===== src/rtl/dpss_defs.svh =====
// Purpose: Offsets, field positions, reset values and timing counts of the slave start-up block
// Assumes: Included by bare name from the design modules and the bench
// Notes:   Definitions only
`ifndef DPSS_DEFS_SVH
`define DPSS_DEFS_SVH

// Register byte offsets
`define DPSS_OFS_CTRL       8'h00
`define DPSS_OFS_CFG_PTR    8'h04
`define DPSS_OFS_CFG_LEN    8'h08
`define DPSS_OFS_IO_LEN     8'h0C
`define DPSS_OFS_DIN_PTR    8'h10
`define DPSS_OFS_DIAG_PTR   8'h14
`define DPSS_OFS_BAUD_ROOT  8'h18
`define DPSS_OFS_IND_STAT   8'h1C
`define DPSS_OFS_IND_EN     8'h20
`define DPSS_OFS_STATUS     8'h24
`define DPSS_OFS_CFG_ID     8'h28
`define DPSS_OFS_CFG_CALC   8'h2C

// Control bits
`define DPSS_CTRL_GO        0
`define DPSS_CTRL_ID_CLR    1

// Buffer pointers into controller RAM
`define DPSS_CFG_BUF_PTR    16'h0040
`define DPSS_DIN_BUF_PTR    16'h0100
`define DPSS_DIAG0_PTR      16'h0200
`define DPSS_DIAG1_PTR      16'h0240

// Indication bit positions
`define DPSS_IND_BAUD_DET   2

// Reset values
`define DPSS_BAUD_ROOT_RST  8'hFF
`define DPSS_IND_EN_RST     16'h0000

// Identifier byte fields
`define DPSS_ID_LEN_MSB     3
`define DPSS_ID_IN          4
`define DPSS_ID_OUT         5
`define DPSS_ID_WORD        6

// Timing and I/O memory size
`define DPSS_CLK_MHZ        250
`define DPSS_TICK_MS        10
`define DPSS_IO_MEM_BYTES   488

`endif


===== src/rtl/dpss_pkg.sv =====
// Purpose: Types shared by the slave start-up block
// Assumes: Nothing beyond the defs header
// Notes:   Types only
`default_nettype none
package dpss_pkg;

   // Link state of the slave
   typedef enum logic [1:0] {
      ST_OFFLINE     = 2'b00,
      ST_BAUD_SEARCH = 2'b01,
      ST_ONLINE      = 2'b10
   } dpss_state_t;

   // Events and levels from the fieldbus engine
   typedef struct packed {
      logic        msg_valid;
      logic        baud_found;
      logic        wd_en;
      logic [7:0]  wd_value;
      logic        diag_returned;
      logic [15:0] events;
   } dpss_link_t;

endpackage : dpss_pkg
`default_nettype wire


===== src/rtl/dpss_setup.sv =====
// Purpose: Start-up registers of a fieldbus slave controller behind an APB slave
// Assumes: Link events arrive as one-cycle pulses synchronous to clock
// Notes:   APB answers with pready one cycle into the access phase
//
// Chosen here: the APB slave port and the register addresses.
`timescale 1ns/1ps
`default_nettype none
`include "dpss_defs.svh"

module dpss_setup #(
   parameter int unsigned TICK_CYCLES   = `DPSS_TICK_MS * `DPSS_CLK_MHZ * 1000,
   parameter int unsigned IO_MEM_BYTES  = `DPSS_IO_MEM_BYTES
) (
   // Clock and reset
   input  wire logic              clock,
   input  wire logic              rst,
   // APB slave
   input  wire logic              psel,
   input  wire logic              penable,
   input  wire logic              pwrite,
   input  wire logic [7:0]        paddr,
   input  wire logic [31:0]       pwdata,
   output logic                   pready_q,
   output logic [31:0]            prdata_q,
   output logic                   pslverr_q,
   // Fieldbus engine
   input  wire dpss_pkg::dpss_link_t link_in,
   output logic                   online_q,
   output logic                   baud_search_q,
   // Host indication
   output logic                   irq_q
);

   dpss_pkg::dpss_state_t state_q, state_d;
   logic [7:0]  cfg_len_q,   cfg_len_d;
   logic [7:0]  in_len_q,    in_len_d;
   logic [7:0]  out_len_q,   out_len_d;
   logic        io_ok_q,     io_ok_d;
   logic [7:0]  baud_root_q, baud_root_d;
   logic [15:0] ind_stat_q,  ind_stat_d;
   logic [15:0] ind_en_q,    ind_en_d;
   logic [1:0]  diag_free_q, diag_free_d;
   logic [8:0]  acc_in_q,    acc_in_d;
   logic [8:0]  acc_out_q,   acc_out_d;
   logic [7:0]  id_cnt_q,    id_cnt_d;
   logic        irq_d;
   logic        online_d;
   logic        search_d;
   logic        pready_d;
   logic [31:0] prdata_d;
   logic        pslverr_d;
   logic        wr_done;
   logic        rd_done;
   logic        mon_expire;
   logic [7:0]  mon_root;
   logic        calc_ok;
   logic [15:0] set_ev;
   logic [8:0]  sum_in, sum_out;

   // Byte count of one identifier in one direction
   function automatic logic [8:0] id_bytes(input logic [7:0] id, input logic dir_bit);
      logic [8:0] n;
      n = 9'(id[`DPSS_ID_LEN_MSB:0]) + 9'h001;
      if (id[`DPSS_ID_WORD]) begin
         n = 9'(n << 1);
      end
      id_bytes = dir_bit ? n : 9'h000;
   endfunction : id_bytes

   // Address match at word alignment
   function automatic logic hit(input logic [7:0] a, input logic [7:0] ofs);
      hit = (a[7:2] == ofs[7:2]);
   endfunction : hit

   // APB completion strobes
   assign wr_done = psel && penable && pready_q && pwrite;
   assign rd_done = psel && penable && pready_q && !pwrite;

   // Running byte sums, bit 8 is the carry out of the 8-bit length
   assign sum_in  = 9'(acc_in_q[7:0]) + id_bytes(pwdata[7:0], pwdata[`DPSS_ID_IN]);
   assign sum_out = 9'(acc_out_q[7:0]) + id_bytes(pwdata[7:0], pwdata[`DPSS_ID_OUT]);

   // Master watchdog value overrides local root
   assign mon_root = link_in.wd_en ? link_in.wd_value : baud_root_q;

   // Calculated lengths valid only for a consistent configuration
   assign calc_ok = (cfg_len_q != 8'h00) && (id_cnt_q == cfg_len_q)
                    && !acc_in_q[8] && !acc_out_q[8];

   // Baud monitoring timer
   dpss_baud_mon #(
      .TICK_CYCLES (TICK_CYCLES)
   ) u_mon (
      .clock    (clock),
      .rst      (rst),
      .run      (state_q == dpss_pkg::ST_ONLINE),
      .restart  (link_in.msg_valid),
      .root     (mon_root),
      .expire_q (mon_expire)
   );

   // Link state machine
   always_comb begin
      state_d = state_q;
      unique case (state_q)
         dpss_pkg::ST_OFFLINE: begin
            if (wr_done && hit(paddr, `DPSS_OFS_CTRL) && pwdata[`DPSS_CTRL_GO]) begin
               state_d = dpss_pkg::ST_BAUD_SEARCH;
            end
         end
         dpss_pkg::ST_BAUD_SEARCH: begin
            if (link_in.baud_found) begin
               state_d = dpss_pkg::ST_ONLINE;
            end
         end
         dpss_pkg::ST_ONLINE: begin
            if (mon_expire) begin
               state_d = dpss_pkg::ST_BAUD_SEARCH;
            end
         end
         default: state_d = dpss_pkg::ST_OFFLINE;
      endcase
      online_d = (state_d != dpss_pkg::ST_OFFLINE);
      search_d = (state_d == dpss_pkg::ST_BAUD_SEARCH);
   end

   // Indication status, enable and interrupt
   always_comb begin
      set_ev = link_in.events;
      if (state_q == dpss_pkg::ST_BAUD_SEARCH && link_in.baud_found) begin
         set_ev[`DPSS_IND_BAUD_DET] = 1'b1;
      end
      ind_stat_d = ind_stat_q;
      ind_en_d   = ind_en_q;
      if (wr_done && hit(paddr, `DPSS_OFS_IND_STAT)) begin
         ind_stat_d = ind_stat_d & ~pwdata[15:0];
      end
      if (wr_done && hit(paddr, `DPSS_OFS_IND_EN)) begin
         ind_en_d = pwdata[15:0];
      end
      ind_stat_d = ind_stat_d | set_ev;
      irq_d      = |(ind_stat_d & ind_en_d);
   end

   // Configuration, lengths and buffer bookkeeping
   always_comb begin
      cfg_len_d   = cfg_len_q;
      in_len_d    = in_len_q;
      out_len_d   = out_len_q;
      io_ok_d     = io_ok_q;
      baud_root_d = baud_root_q;
      diag_free_d = diag_free_q;
      acc_in_d    = acc_in_q;
      acc_out_d   = acc_out_q;
      id_cnt_d    = id_cnt_q;
      if (wr_done && hit(paddr, `DPSS_OFS_CFG_LEN)) begin
         cfg_len_d = pwdata[7:0];
      end
      if (wr_done && hit(paddr, `DPSS_OFS_IO_LEN)) begin
         in_len_d  = pwdata[7:0];
         out_len_d = pwdata[15:8];
         io_ok_d   = (10'(pwdata[7:0]) + 10'(pwdata[15:8])) <= 10'(IO_MEM_BYTES);
      end
      if (wr_done && hit(paddr, `DPSS_OFS_BAUD_ROOT)) begin
         baud_root_d = pwdata[7:0];
      end
      if (wr_done && hit(paddr, `DPSS_OFS_CTRL) && pwdata[`DPSS_CTRL_ID_CLR]) begin
         acc_in_d  = 9'h000;
         acc_out_d = 9'h000;
         id_cnt_d  = 8'h00;
      end else if (wr_done && hit(paddr, `DPSS_OFS_CFG_ID)) begin
         acc_in_d  = {acc_in_q[8] | sum_in[8], sum_in[7:0]};
         acc_out_d = {acc_out_q[8] | sum_out[8], sum_out[7:0]};
         id_cnt_d  = id_cnt_q + 8'h01;
      end
      if (link_in.diag_returned) begin
         diag_free_d = diag_free_q[0] ? (diag_free_q | 2'b10) : (diag_free_q | 2'b01);
      end
      if (rd_done && hit(paddr, `DPSS_OFS_DIAG_PTR) && prdata_q != 32'h0) begin
         diag_free_d[prdata_q[15:0] == `DPSS_DIAG1_PTR] = 1'b0;
      end
   end

   // APB answer one cycle into the access phase
   always_comb begin
      pready_d  = psel && penable && !pready_q;
      prdata_d  = 32'h0;
      pslverr_d = 1'b0;
      if (psel && penable && !pready_q) begin
         unique case (paddr[7:2])
            `DPSS_OFS_CTRL      >> 2: prdata_d = 32'h0;
            `DPSS_OFS_CFG_PTR   >> 2: prdata_d = 32'(`DPSS_CFG_BUF_PTR);
            `DPSS_OFS_CFG_LEN   >> 2: prdata_d = 32'(cfg_len_q);
            `DPSS_OFS_IO_LEN    >> 2: prdata_d = {15'h0, io_ok_q, out_len_q, in_len_q};
            `DPSS_OFS_DIN_PTR   >> 2: prdata_d = 32'(`DPSS_DIN_BUF_PTR);
            `DPSS_OFS_DIAG_PTR  >> 2: begin
               if (diag_free_q[0]) begin
                  prdata_d = 32'(`DPSS_DIAG0_PTR);
               end else if (diag_free_q[1]) begin
                  prdata_d = 32'(`DPSS_DIAG1_PTR);
               end else begin
                  prdata_d = 32'h0;
               end
            end
            `DPSS_OFS_BAUD_ROOT >> 2: prdata_d = 32'(baud_root_q);
            `DPSS_OFS_IND_STAT  >> 2: prdata_d = 32'(ind_stat_q);
            `DPSS_OFS_IND_EN    >> 2: prdata_d = 32'(ind_en_q);
            `DPSS_OFS_STATUS    >> 2: prdata_d = {26'h0, diag_free_q, 1'b0, io_ok_q,
                                                  baud_search_q, online_q};
            `DPSS_OFS_CFG_ID    >> 2: prdata_d = 32'(id_cnt_q);
            `DPSS_OFS_CFG_CALC  >> 2: prdata_d = calc_ok ? {15'h0, 1'b1, acc_out_q[7:0], acc_in_q[7:0]}
                                                         : 32'h0;
            default:                  pslverr_d = 1'b1;
         endcase
      end
   end

   // Registers
   always_ff @(posedge clock or posedge rst) begin
      if (rst) begin
         state_q       <= dpss_pkg::ST_OFFLINE;
         online_q      <= 1'b0;
         baud_search_q <= 1'b0;
         cfg_len_q     <= 8'h00;
         in_len_q      <= 8'h00;
         out_len_q     <= 8'h00;
         io_ok_q       <= 1'b0;
         baud_root_q   <= `DPSS_BAUD_ROOT_RST;
         ind_stat_q    <= 16'h0000;
         ind_en_q      <= `DPSS_IND_EN_RST;
         irq_q         <= 1'b0;
         diag_free_q   <= 2'b11;
         acc_in_q      <= 9'h000;
         acc_out_q     <= 9'h000;
         id_cnt_q      <= 8'h00;
         pready_q      <= 1'b0;
         prdata_q      <= 32'h0;
         pslverr_q     <= 1'b0;
      end else begin
         state_q       <= state_d;
         online_q      <= online_d;
         baud_search_q <= search_d;
         cfg_len_q     <= cfg_len_d;
         in_len_q      <= in_len_d;
         out_len_q     <= out_len_d;
         io_ok_q       <= io_ok_d;
         baud_root_q   <= baud_root_d;
         ind_stat_q    <= ind_stat_d;
         ind_en_q      <= ind_en_d;
         irq_q         <= irq_d;
         diag_free_q   <= diag_free_d;
         acc_in_q      <= acc_in_d;
         acc_out_q     <= acc_out_d;
         id_cnt_q      <= id_cnt_d;
         pready_q      <= pready_d;
         prdata_q      <= prdata_d;
         pslverr_q     <= pslverr_d;
      end
   end
endmodule : dpss_setup
`default_nettype wire


===== src/rtl/dpss_baud_mon.sv =====
// Purpose: Baud monitoring timer, expires after root x root time-base ticks
// Assumes: Restart pulses on each valid message
// Notes:   Tick length is a parameter so simulation can shorten it
`timescale 1ns/1ps
`default_nettype none
`include "dpss_defs.svh"

module dpss_baud_mon #(
   parameter int unsigned TICK_CYCLES = `DPSS_TICK_MS * `DPSS_CLK_MHZ * 1000
) (
   // Clock and reset
   input  wire logic       clock,
   input  wire logic       rst,
   // Control
   input  wire logic       run,
   input  wire logic       restart,
   input  wire logic [7:0] root,
   // Result
   output logic            expire_q
);

   logic [31:0] pre_q,   pre_d;
   logic [15:0] ticks_q, ticks_d;
   logic        expire_d;
   logic [15:0] limit;

   // Squared root value gives the tick limit
   assign limit = 16'(root) * 16'(root);

   // Prescaler and tick counter
   always_comb begin
      pre_d    = pre_q;
      ticks_d  = ticks_q;
      expire_d = 1'b0;
      if (!run || restart) begin
         pre_d   = 32'h0;
         ticks_d = 16'h0;
      end else if (pre_q == 32'(TICK_CYCLES - 1)) begin
         pre_d = 32'h0;
         if (ticks_q + 16'h1 >= limit) begin
            expire_d = 1'b1;
            ticks_d  = 16'h0;
         end else begin
            ticks_d = ticks_q + 16'h1;
         end
      end else begin
         pre_d = pre_q + 32'h1;
      end
   end

   // Registers
   always_ff @(posedge clock or posedge rst) begin
      if (rst) begin
         pre_q    <= 32'h0;
         ticks_q  <= 16'h0;
         expire_q <= 1'b0;
      end else begin
         pre_q    <= pre_d;
         ticks_q  <= ticks_d;
         expire_q <= expire_d;
      end
   end
endmodule : dpss_baud_mon
`default_nettype wire


===== config.mk =====
export PLATFORM = sky130hd
export DESIGN_NAME = dpss_setup
export DESIGN_NICKNAME = d
export VERILOG_FILES = /design/src/rtl/dpss_pkg.sv /design/src/rtl/dpss_setup.sv /design/src/rtl/dpss_baud_mon.sv
export VERILOG_INCLUDE_DIRS = /design/src /design/src/rtl
export SDC_FILE = /design/constraint.sdc
export NUM_CORES = 1
export LEC_CHECK = 0
export BUFFER_PORTS_ARGS = -buffer_cell sky130_fd_sc_hd__buf_2
export CELL_PAD_IN_SITES_DETAIL_PLACEMENT = 1
export CELL_PAD_IN_SITES_GLOBAL_PLACEMENT = 1
export CORE_UTILIZATION = 51
export DETAILED_ROUTE_END_ITERATION = 7
export PLACE_DENSITY = 0.95
export SLEW_MARGIN = 20
export SYNTH_ARGS = -nofsm -noshare
export SYNTH_HDL_FRONTEND = slang
export SYNTH_SLANG_ARGS = --single-unit

===== constraint.sdc =====
create_clock -name clock -period 9.5 [get_ports clock]
set_input_delay 0.95 -clock clock [delete_from_list [all_inputs] [get_ports clock]]
set_output_delay 0.95 -clock clock [all_outputs]
set_load 0.02 [all_outputs]

==> qor.yml <==
clocking:
  cts_buffers: 17
  cts_buffer_depth: 2
  cts-root-buf: "clkbuf_16"
  htreeDepth: 4
  postCtsSetupBuffers: 0
  clkLatencyLatePin_ns: 0.45
  cts_num_sinks: 166
  tritoncts: "yes"
  clkTransAtPathRegs_ns: 0.07
  cts_hold_buffers: 0
  ctsResizeCount: 0
synthesis:
  seq_area_frac_synth: 0.387
  netlist_top_cells_count: "dfrtp_1 (156), nor2_1 (119), nand2_1 (81), inv_1 (70), ha_1 (67)"
  syn_inst: 1102
  synthTopCellsByArea: "dfrtp_1 (36%), ha_1 (7.8%), fa_1 (5.2%)"
  synth_top_family_by_area: "simple AND/OR/NAND/NOR gates"
  synth-xor-area-share: 0.0675
  synth-seq-cells: 166
  ys_warn_count: 0
  synthMostInstantiatedCell: "dfrtp_1"
  synth.distinct_cells: 68
  synthArstFlopShare: 1.00
  synthFlopType: "dfrtp_1"
  synth-simple-area-share: 0.167
  synth_edf_count: 0
  synth_top_cell_area_share: 0.363
  synth_top_cell_by_area: "dfrtp_1"
  synth_area_um2: 10800
  synthMuxAreaShare: 0.0610
  synth_fa_ha_area_frac: 0.130
  synth_compound_area_frac: 0.137
  syn_area_per_cell_um2: 9.77
finish:
  area_growth_pct: 11.7
  utilization: 0.587
  nets: 1330
  ff_latch_area_um2: 4170
  n_fill_cell: 2269
  drive_gt1_frac: 0.159
  multiInputGateArea_um2: 6140
flow_run:
  maxCapViolations: 0
setup_path:
  cp_common_cell: "fa_1"
  critPathMaxStageDelay_ns: 0.87
  crit_arrival_ns: 8.19
  reg2reg_slack_ns: 2.13
  cp_top_family: "adder cells"
  critPathCaptureType: "flop"
  r2r-end: "u_mon.ticks_q[0]$_DFFE_PP0P_"
  r2r_start: "baud_root_q[2]$_DFFE_PP1P_"
  cp-start-kind: "input pin"
  required_ns: 9.88
  worstPathMaxFanout: 15
  path_cells: "buf_2 > mux2i_1 > or2_2 > fa_1 > inv_1 > fa_1 > fa_1 > inv_1 > fa_1 > inv_1 > ha_1 > o41a_1 > a41o_1 > o41ai_1 > xor2_1 > ha_1 > and4_1 > a31o_2 > a21oi_1 > o211a_1 > and2_1 > mux2_2"
  cp_slowest_cell: "mux2i_1"
  reg2reg_depth: 21
  criticalPathCategory: "input pin to flop"
  critPathBufInv: 4
floorplanning:
  dieHeight_um: 147
  die-area_um2: 21700
  rows: 52
  ioPinCount: 110
  start_util: 0.525
  fp.dieW_um: 147
  core_um2: 20500
route:
  remaining_drc_errors: 0
  wirelength_mm: 39.1
  route.vias.total: 9658
  vias_per_cell: 6.65
  dr.pass1.iters: 8
  antenna_left: 0
  first_iter_violations: 875
  wl_per_cell_um: 27.0
sta:
  clock.fmax_mhz: 128
  slew_violations: 0
  setup_slack_ns: 1.69
  finalSetupViolations: 0
  grt_setup_unrepaired: "no"
  layout_min_cycle_time_ns: 7.81
  hold_viol: 0
  max_slew.worst_pin.slew_ns: 1.11
  relSlewSlack: 0.256
  setup_tns_ns: 0
  fin_hold_ws_ns: 0.512
  fin_crit_sh: 0.822
  fin_skew_ns: 0.0135
pwr:
  p_leak_nw: 5.60
  power_density_nw_per_um2: 143
  peakVddDrop_uv: 129
  total_power_mw: 1.72
place:
  gp_congestion: 0.920
  pre_cts_ws_ns: 1.31
  detailed_place_hpwl_mm: 24.9
  io_buffers: 76
min_path:
  hp-class: "flop to flop"
  holdPathStages: 1
  min_from: "out_len_q[6]$_DFFE_PP0P_"
  holdPathEnd: "out_len_q[6]$_DFFE_PP0P_"
outcome:
  status: "finished, final reports clean"
grt:
  grt_max_degree: 106
  grt_pass1_vias: 10400
  grt_pass1_wl_mm: 60.8
  grt_antenna_before_repair: 5
  grtUsageTotal: 0.373
  gr-total-overflow: 0
## worst reg2reg max path: stages, from the launching register on
cell and delay (ns):
dfstp_2 0.58, mux2i_1 0.31, or2_2 0.42, fa_1 0.54, inv_1 0.09, fa_1 0.54
fa_1 0.60, inv_1 0.08, fa_1 0.54, inv_1 0.05, ha_1 0.25, o41a_1 0.47
a41o_1 0.27, o41ai_1 0.33, xor2_1 0.27, ha_1 0.29, and4_1 0.22, a31o_2 0.25
a21oi_1 0.14, o211a_1 0.24, and2_1 0.56, mux2_2 0.27
## per-layer routing
metal,part of all wire,vias up,global-route usage,routed length (µm)
li1,-,4000,-,-
met1,0.37,4852,0.440,14500
met2,0.48,615,0.620,19000
met3,0.085,191,0.0913,3310
met4,0.061,0,0.212,2390
met5,0,-,0,0
## final cells by class
cell class	instances	share of cell area
Inverter	70	0.0223
Clock buffer	20	0.0372
Sequential cell	166	0.347
Tap cell	270	0.0281
Clock inverter	11	0.0163
Antenna cell	8	0.00167
Timing Repair Buffer	85	0.0373
Multi-Input combinational cell	822	0.511
## cell families (layout without fill, tap and decap cells)
family | Yosys count | after routing
AND/OR/NAND/NOR | 364 | 364
AO/OA/AOI/OAI | 205 | 205
flip-flops | 166 | 166
buffers and inverters | 128 | 186
adder cells (fa/ha/maj) | 95 | 95
XOR/XNOR | 83 | 83
multiplexers | 60 | 60
other | 1 | 23
## power breakdown
part | switching, mW | internal [mW] | leakage [nW] | total (mW)
clock | 0.317 | 0.475 | 0.308 | 0.792
combinational | 0.141 | 0.0729 | 3.09 | 0.214
sequential | 0.00461 | 0.711 | 2.20 | 0.716
## per-stage QoR
step,instance area [µm²],cells
after CTS,12000,1444
after floorplan,10800,1116
after global routing,12000,1449
final,12000,1452
after global placement,11300,1413
after detailed placement,11300,1413
## placed cells by master (no fill, tap or decap), types with 32 or more instances in the layout
cell type	n
dfrtp_1	156
nor2_1	118
nand2_1	81
buf_2	76
inv_1	69
ha_1	67
xnor2_1	45
mux2_2	44
a21oi_1	42
xor2_1	38
a22o_1	34
nand3_1	32
## flip-flops by register name, indices dropped and copies added (netlist names), 2 cells and up
signal         flops
acc_in_q           9
acc_out_q          9
baud_root_q        8
cfg_len_q          8
diag_free_q        2
id_cnt_q           8
in_len_q           8
ind_en_q          16
ind_stat_q        16
out_len_q          8
prdata_q          17
state_q            2
u_mon.pre_q       32
u_mon.ticks_q     16
## how the worst max path moves through the flow
stage                                          endpoint  slack, ns  cells after the start        start
final                      u_mon.ticks_q[0]$_DFFE_PP0P_       1.69                     22  link_in[25]
after global routing       u_mon.ticks_q[0]$_DFFE_PP0P_       1.42                     23  link_in[25]
after CTS                  u_mon.ticks_q[0]$_DFFE_PP0P_       1.62                     22  link_in[25]
after detailed placement   u_mon.ticks_q[0]$_DFFE_PP0P_       1.31                     22  link_in[25]
after global placement     u_mon.ticks_q[0]$_DFFE_PP0P_       1.65                     22  link_in[25]
after floorplan           u_mon.ticks_q[12]$_DFFE_PP0P_       2.08                     25  link_in[25]
Power figures use the tool's default switching activity.
